$ cat config.mk
export PLATFORM = sky130hd
export DESIGN_NAME = nvsrs_top
export DESIGN_NICKNAME = d
export VERILOG_FILES = /design/src/nvsrs_pkg.sv /design/src/nvsrs_timer.sv /design/src/nvsrs_top.sv
export SDC_FILE = /design/constraint.sdc
export NUM_CORES = 1
export LEC_CHECK = 0
export ABC_CLOCK_PERIOD_IN_PS = 1250
export BUFFER_PORTS_ARGS = -buffer_cell sky130_fd_sc_hd__buf_2
export CAP_MARGIN = 30
export CORE_MARGIN = 3
export CORE_UTILIZATION = 27
export CTS_BUF_LIST = sky130_fd_sc_hd__clkbuf_2
export CTS_CLUSTER_SIZE = 12
export DETAILED_ROUTE_END_ITERATION = 8
export PLACE_DENSITY = 0.47
export SYNTH_ARGS = -nofsm -noshare
export SYNTH_HDL_FRONTEND = slang
export SYNTH_SLANG_ARGS = --single-unit
$ cat constraint.sdc
create_clock -name clk_i -period 1.25 [get_ports clk_i]
set_clock_uncertainty 0.05 [all_clocks]
set_input_delay 0.1875 -clock clk_i [delete_from_list [all_inputs] [get_ports clk_i]]
set_output_delay 0.1875 -clock clk_i [all_outputs]
set_load 0.02 [all_outputs]
$ cat src/nvsrs_pkg.sv
// constants and types for the store/recall sequencer
// assumes a 40 MHz core clock; durations are max figures rounded down
package nvsrs_pkg;
   localparam int CLK_MHZ = 40;
   localparam int CLK_PERIOD_NS = 25;
   // write-continuation window before a power-loss store starts
   localparam int WR_DELAY_NS = 25;
   localparam int WR_DELAY_CYC = (WR_DELAY_NS / CLK_PERIOD_NS) < 1 ? 1 : (WR_DELAY_NS / CLK_PERIOD_NS);
   // software command processing time
   localparam int SEQ_PROC_US = 500;
   localparam int SEQ_PROC_CYC = SEQ_PROC_US * CLK_MHZ;
   // software recall duration
   localparam int RECALL_US = 600;
   localparam int RECALL_CYC = RECALL_US * CLK_MHZ;
   // power-up recall duration
   localparam int POWERUP_RECALL_MS = 20;
   localparam int POWERUP_RECALL_CYC = POWERUP_RECALL_MS * 1000 * CLK_MHZ;
   // store cycle duration
   localparam int STORE_MS = 8;
   localparam int STORE_CYC = STORE_MS * 1000 * CLK_MHZ;
   localparam int TMR_W = 20;

   typedef enum logic [2:0] {
      NVSRS_LOW,
      NVSRS_PU_RECALL,
      NVSRS_IDLE,
      NVSRS_CMD_PROC,
      NVSRS_SW_STORE,
      NVSRS_SW_RECALL,
      NVSRS_WR_WINDOW,
      NVSRS_PL_STORE
   } nvsrs_state_t;
endpackage

$ cat src/nvsrs_timer.sv
// down-counting cycle timer with one-cycle done pulse
// assumes load and count come from the sequencer in the same clock
`timescale 1ns/10ps
module nvsrs_timer #(
   parameter int W = 20
) (
   input wire logic clk_i,
   input wire logic rst_n_i,
   input wire logic load_i,
   input wire logic [W-1:0] count_i,
   output logic done_o,
   output logic busy_o
);
   logic [W-1:0] cnt_ff;

   always_ff @(posedge clk_i or negedge rst_n_i)
   begin
      if (!rst_n_i)
      begin
         cnt_ff <= '0;
         done_o <= 1'b0;
      end
      else if (load_i)
      begin
         cnt_ff <= count_i;
         done_o <= 1'b0;
      end
      else
      begin
         done_o <= (cnt_ff == {{(W-1){1'b0}}, 1'b1});
         if (cnt_ff != '0)
            cnt_ff <= cnt_ff - {{(W-1){1'b0}}, 1'b1};
      end
   end

   assign busy_o = (cnt_ff != '0);
endmodule

$ cat src/nvsrs_top.sv
// nonvolatile store/recall sequencer: power-up recall, power-loss store,
// software store/recall and host access lockout
// assumes supply detect and host strobes are synchronous to clk_i
//
// What this block does
// - skip power-loss store when array is clean
// - keep writes enabled briefly after power loss, the last reaching the array in the first power-loss store cycle
// - ignore host cycles during transfer or low supply, except writes in the write window
// - command transfers lock I/O; recall within 600us
// - act on software command within 500us
// - power-up recall timed from supply rise
// - write window lasts at most 25ns
`timescale 1ns/10ps
module nvsrs_top
   import nvsrs_pkg::*;
#(
   parameter int SEQ_PROC_CYCLES = SEQ_PROC_CYC,
   parameter int RECALL_CYCLES = RECALL_CYC,
   parameter int PU_RECALL_CYCLES = POWERUP_RECALL_CYC,
   parameter int STORE_CYCLES = STORE_CYC
) (
   input wire logic clk_i,
   input wire logic nrst_i,
   input wire logic vcc_ok_i,
   input wire logic power_loss_store_en_i,
   input wire logic sw_store_i,
   input wire logic sw_recall_i,
   input wire logic host_rd_i,
   input wire logic host_wr_i,
   output logic array_rd_en_o,
   output logic array_wr_en_o,
   output logic nv_store_o,
   output logic nv_recall_o,
   output logic busy_o,
   output logic dirty_o
);
   import nvsrs_pkg::*;

   // ---------------------------------------------------------------
   // reset release
   // ---------------------------------------------------------------
   logic rst_s1_ff;
   logic rst_n_ff;
   always_ff @(posedge clk_i or negedge nrst_i)
   begin
      if (!nrst_i)
      begin
         rst_s1_ff <= 1'b0;
         rst_n_ff <= 1'b0;
      end
      else
      begin
         rst_s1_ff <= 1'b1;
         rst_n_ff <= rst_s1_ff;
      end
   end

   // ---------------------------------------------------------------
   // state and timer
   // ---------------------------------------------------------------
   nvsrs_state_t state_ff;
   nvsrs_state_t nxt_state;
   logic pend_store_ff;
   logic dirty_ff;
   logic tmr_load;
   logic [TMR_W-1:0] tmr_count;
   logic tmr_done;
   logic tmr_busy;

   nvsrs_timer #(
      .W(TMR_W)
   ) u_timer (
      .clk_i(clk_i),
      .rst_n_i(rst_n_ff),
      .load_i(tmr_load),
      .count_i(tmr_count),
      .done_o(tmr_done),
      .busy_o(tmr_busy)
   );

   wire power_fail = !vcc_ok_i;
   wire want_pl_store = power_loss_store_en_i && dirty_ff;

   always_comb
   begin
      nxt_state = state_ff;
      tmr_load = 1'b0;
      tmr_count = '0;
      case (state_ff)
         NVSRS_LOW:
            if (vcc_ok_i)
            begin
               // recall timed from supply rising above trigger
               nxt_state = NVSRS_PU_RECALL;
               tmr_load = 1'b1;
               tmr_count = TMR_W'(PU_RECALL_CYCLES);
            end
         NVSRS_PU_RECALL:
            if (power_fail)
               nxt_state = NVSRS_LOW;
            else if (tmr_done)
               nxt_state = NVSRS_IDLE;
         NVSRS_IDLE:
            if (power_fail)
            begin
               nxt_state = want_pl_store ? NVSRS_WR_WINDOW : NVSRS_LOW;
               tmr_load = want_pl_store;
               // load n-1 and leave on idle timer: n cycles of writes, not n+1
               tmr_count = TMR_W'(WR_DELAY_CYC - 1);
            end
            else if (sw_store_i || sw_recall_i)
            begin
               nxt_state = NVSRS_CMD_PROC;
               tmr_load = 1'b1;
               tmr_count = TMR_W'(SEQ_PROC_CYCLES);
            end
         NVSRS_CMD_PROC:
            if (power_fail)
               nxt_state = NVSRS_LOW; // command needs supply held high
            else if (tmr_done)
            begin
               nxt_state = pend_store_ff ? NVSRS_SW_STORE : NVSRS_SW_RECALL;
               tmr_load = 1'b1;
               tmr_count = pend_store_ff ? TMR_W'(STORE_CYCLES) : TMR_W'(RECALL_CYCLES);
            end
         NVSRS_SW_STORE, NVSRS_SW_RECALL, NVSRS_PL_STORE:
            // store finishes on held-up charge; recall aborted by supply loss
            if (tmr_done)
               nxt_state = power_fail ? NVSRS_LOW : NVSRS_IDLE;
            else if (power_fail && state_ff == NVSRS_SW_RECALL)
               nxt_state = NVSRS_LOW;
         NVSRS_WR_WINDOW:
            if (!tmr_busy)
            begin
               nxt_state = NVSRS_PL_STORE;
               tmr_load = 1'b1;
               tmr_count = TMR_W'(STORE_CYCLES);
            end
         default:
            nxt_state = NVSRS_LOW;
      endcase
   end

   always_ff @(posedge clk_i or negedge rst_n_ff)
   begin
      if (!rst_n_ff)
         state_ff <= NVSRS_LOW;
      else
         state_ff <= nxt_state;
   end

   always_ff @(posedge clk_i or negedge rst_n_ff)
   begin
      if (!rst_n_ff)
         pend_store_ff <= 1'b0;
      else if (state_ff == NVSRS_IDLE && (sw_store_i || sw_recall_i))
         pend_store_ff <= sw_store_i; // store wins if both arrive together
   end

   // ---------------------------------------------------------------
   // host gating and dirty tracking
   // ---------------------------------------------------------------
   wire open_nxt = (nxt_state == NVSRS_IDLE || nxt_state == NVSRS_CMD_PROC) && vcc_ok_i;
   // judged on the next state so no write lands in the cycle a transfer starts, except a window write as the power-loss store starts
   wire wr_taken = host_wr_i && (open_nxt || state_ff == NVSRS_WR_WINDOW);
   wire nv_done = tmr_done &&
      (state_ff == NVSRS_SW_STORE || state_ff == NVSRS_SW_RECALL ||
       state_ff == NVSRS_PL_STORE || state_ff == NVSRS_PU_RECALL);

   always_ff @(posedge clk_i or negedge rst_n_ff)
   begin
      if (!rst_n_ff)
         dirty_ff <= 1'b0;
      else if (wr_taken)
         dirty_ff <= 1'b1;
      else if (nv_done)
         dirty_ff <= 1'b0;
   end

   always_ff @(posedge clk_i or negedge rst_n_ff)
   begin
      if (!rst_n_ff)
      begin
         array_rd_en_o <= 1'b0;
         array_wr_en_o <= 1'b0;
         nv_store_o <= 1'b0;
         nv_recall_o <= 1'b0;
         busy_o <= 1'b1;
         dirty_o <= 1'b0;
      end
      else
      begin
         array_rd_en_o <= host_rd_i && open_nxt && vcc_ok_i;
         array_wr_en_o <= wr_taken;
         nv_store_o <= (nxt_state == NVSRS_SW_STORE || nxt_state == NVSRS_PL_STORE);
         nv_recall_o <= (nxt_state == NVSRS_SW_RECALL || nxt_state == NVSRS_PU_RECALL);
         busy_o <= !open_nxt;
         dirty_o <= dirty_ff;
      end
   end
endmodule

==> key figures <==
Yosys
  • EDFF count, synth: 0
  • Post-Syn Area: 1850 um2
  • Synth Area in Simple Gates: 0.221
  • Distinct cells, synth: 49
  • Post-synthesis adder-cell area fraction: 0.0257
  • Synth area leader: dfrtp_1
  • Cell count after synthesis: 193
  • Syn Nets: 204
  • Post-Syn Area per Cell: 9.59 um2
  • Most used flip-flop cell after synthesis: dfrtp_1
  • Mux cell area share after synthesis: 0.0135
  • Synth top area cells: dfrtp_1 (45%), xnor2_1 (3.3%), nor3_1 (3.2%), o21ai_0 (3.2%), xor2_1 (2.8%)
  • Ys Warns: 0
  • XOR/XNOR share of the synthesized area: 0.0615
  • Synth top area share: 0.446
  • Post-synthesis sequential area ratio: 0.460
  • Largest family of logic cells by synthesized area: simple AND/OR/NAND/NOR gates
  • Area fraction in compound gates after synthesis: 0.175
  • Synthesis-stage register bit count: 34
  • Async S/R FF share, synth: 1.00

Floorplan
  • Die area: 7890 um2
  • Boundary pin count: 14
  • Initial cell density of the core: 0.285
  • Die H: 88.8 um
  • Die X-Extent: 88.8 um
  • FP Rows: 29
  • Core area: 6490 um2

Clock tree
  • CTS tree: built
  • Clock buffer depth: 2
  • # clock sinks: 34
  • Worst skew pair latency: 0.39 ns
  • H-tree depth: 2
  • Reg clk slew, reported paths: 0.20 ns
  • CTS Root Cell: clkbuf_2
  • CTS buffer count: 5

Power and ir drop
  • Worst vdd ir: 0.812 mV
  • Power per cell area: 1880 nW/um2
  • Clk pwr share: 0.091
  • Gate power share: 0.628
  • Switch share: 0.392
  • Sequential Power Share: 0.280
  • Internal Power: 3.44 mW
  • P_sw: 2.22 mW
  • Leakage: 1.39 nW

Setup path
  • Critical Path AT: 2.50 ns
  • CP required: 1.51 ns
  • Crit. End Element: flop
  • CP Launch Type: flop
  • CP Class: flop to flop
  • Worst-path fanout max: 3

Drt
  • Total wire length: 5390 um
  • Final ANT Viol Nets: 0
  • DR WL/cell: 14.5 um
  • Via density per instance: 4.88
  • Starting DRC count in detailed routing: 71
  • Drt pass-1 iters: 4
  • Via Count: 1817
  • DRC: 0

Global routing
  • Pin count of the biggest net entering global routing: 26
  • GR Util All Layers: 0.146
  • Vias in the first global route: 1850
  • Initial antenna violation count: 0
  • First-pass GRT wire length: 8780 um
  • Grt ovf: 0

Timing
  • Tcrit/Tclk final: 1.79
  • Tmin final: 2.24 ns
  • Fmax: 446 MHz
  • Final Hold Violating Endpoints: 0
  • Setup ws final: -0.991 ns
  • Final setup violation count: 32
  • Unrepaired setup endpoints after global routing: yes
  • Setup TNS: -22.34 ns
  • Slew Viols, Final: 0

Final layout
  • Total Nets Final: 305
  • Fin area: 3000 um2
  • Commonest non-fill, non-tap cell in the layout: buf_4
  • # diodes: 0
  • Commonest cells after routing, fill and taps aside: buf_4 (75), dfrtp_1 (33), nand2_1 (12), buf_2 (12)
  • Area delta synth->final: 62.1%
  • Share of cells above drive strength 1: 0.525
  • Layout Utilization: 0.462

Job
  • Max_cap viols: 0

Placed design
  • DPL Wire Length: 3970 um
  • DP Worst Slack: -1.15 ns
  • Routability-driven placement congestion ratio: 0.837
  • Port Buffers: 13
  • DP Area: 2610 um2

Status
  • Outcome: finished with violations
  • Failing checks: negative setup slack

Hold path
  • Worst hold path type: input port to async pin
sequential cells by signal (all words and copies together), names as in the netlist:
| name | cells |
|---|---|
| array_rd_en_o | 1 |
| array_wr_en_o | 1 |
| busy_o | 1 |
| dirty_ff | 1 |
| dirty_o | 1 |
| nv_recall_o | 1 |
| nv_store_o | 1 |
| pend_store_ff | 1 |
| rst_n_ff | 1 |
| rst_s1_ff | 1 |
| state_ff | 3 |
| u_timer.cnt_ff | 20 |
| u_timer.done_o | 1 |
repair_timing:
action	in CTS	in global routing
pin swaps	11	10
endpoints found under the hold margin	4	0
cloned	1	0
resized for setup	38	21
setup endpoints to repair	32	32
hold buffers	3	0
buffers inserted	4	5
metrics by stage:
stage / total power [mW] / hold slack (ns) / instances
after floorplan: 3.10 / -0.158 / 193
final: 5.65 / 0.0385 / 372
after global placement: 4.45 / -0.0764 / 352
after detailed placement: 4.46 / -0.0760 / 352
after global routing: 6.06 / 0.00795 / 372
after CTS: 5.40 / 0.0150 / 368
layer usage:
metal / vias up / GRT usage / part of all wire
li1: 904 / - / -
met1: 887 / 0.196 / 0.48
met2: 22 / 0.241 / 0.49
met3: 4 / 0.0307 / 0.022
met4: 0 / 0.0371 / 0.011
met5: - / 0 / 0
layout make-up:
type / count / area (um2)
clock buffers: 7 / 35.0
clock inverters: 1 / 3.75
fillers: 619 / 3490
inverters: 10 / 37.5
multi-input cells: 142 / 1200
flip-flops and latches: 34 / 852
well taps: 77 / 96.3
repair buffers: 101 / 777
worst max-delay path: stages (launching register included):
cell	delay, ns
dfrtp_1	0.41
or4_4	0.53
or3_4	0.39
or4_4	0.42
o22a_1	0.21
o22a_1	0.19
cells in the mapped netlist, types with 2 or more instances:
cell / instances
a21o_1: 2
or3_1: 4
nand3_1: 6
nor2_1: 12
o22ai_1: 4
xor2_1: 6
dfrtp_1: 33
a211oi_1: 2
nor3_1: 12
inv_1: 10
o22a_1: 2
and2_1: 2
or4_4: 2
nor4_1: 6
nand2_1: 13
nor2b_1: 3
o21ai_0: 12
or2_2: 4
clkbuf_1: 6
nand2b_1: 2
o211ai_1: 5
xnor2_1: 7
o21a_1: 3
a21oi_1: 6
nor3b_1: 2
o2111ai_1: 2
ha_1: 3
path summary, 6_finish.rpt:
check / startpoint / end / slack, ns / cells past startpoint
worst max-delay path: u_timer.cnt_ff[5] / u_timer.cnt_ff[11] / -0.99 / 5
max in group asynchronous: rst_n_ff / busy_o / 0.61 / 1
worst max register to register: u_timer.cnt_ff[5] / u_timer.cnt_ff[11] / -0.99 / 5
min in group clk_i: sw_recall_i / pend_store_ff / 0.08 / 3
worst min-delay path: nrst_i / rst_s1_ff / 0.04 / 2
worst min register to register: rst_n_ff / u_timer.cnt_ff[9] / 0.10 / 1
power groups by stage:
stage / clock network [mW] / logic, mW / registers, mW
global route: 0.589 / 3.85 / 1.63
finish: 0.517 / 3.55 / 1.58
detailed placement: 0 / 2.85 / 1.61
global placement: 0 / 2.84 / 1.61
floorplan: 0 / 1.40 / 1.70
CTS: 0.553 / 3.26 / 1.58
logic make-up (layout without fill, tap and decap cells):
group                    Yosys count  after routing
AND/OR/NAND/NOR                   73             74
AO/OA/AOI/OAI                     48             48
flip-flops                        34             34
buffers and inverters             18            119
XOR/XNOR                          13             13
adder cells (fa/ha/maj)            4              4
multiplexers                       2              2
other                              1              1
Power figures use the tool's default switching activity.
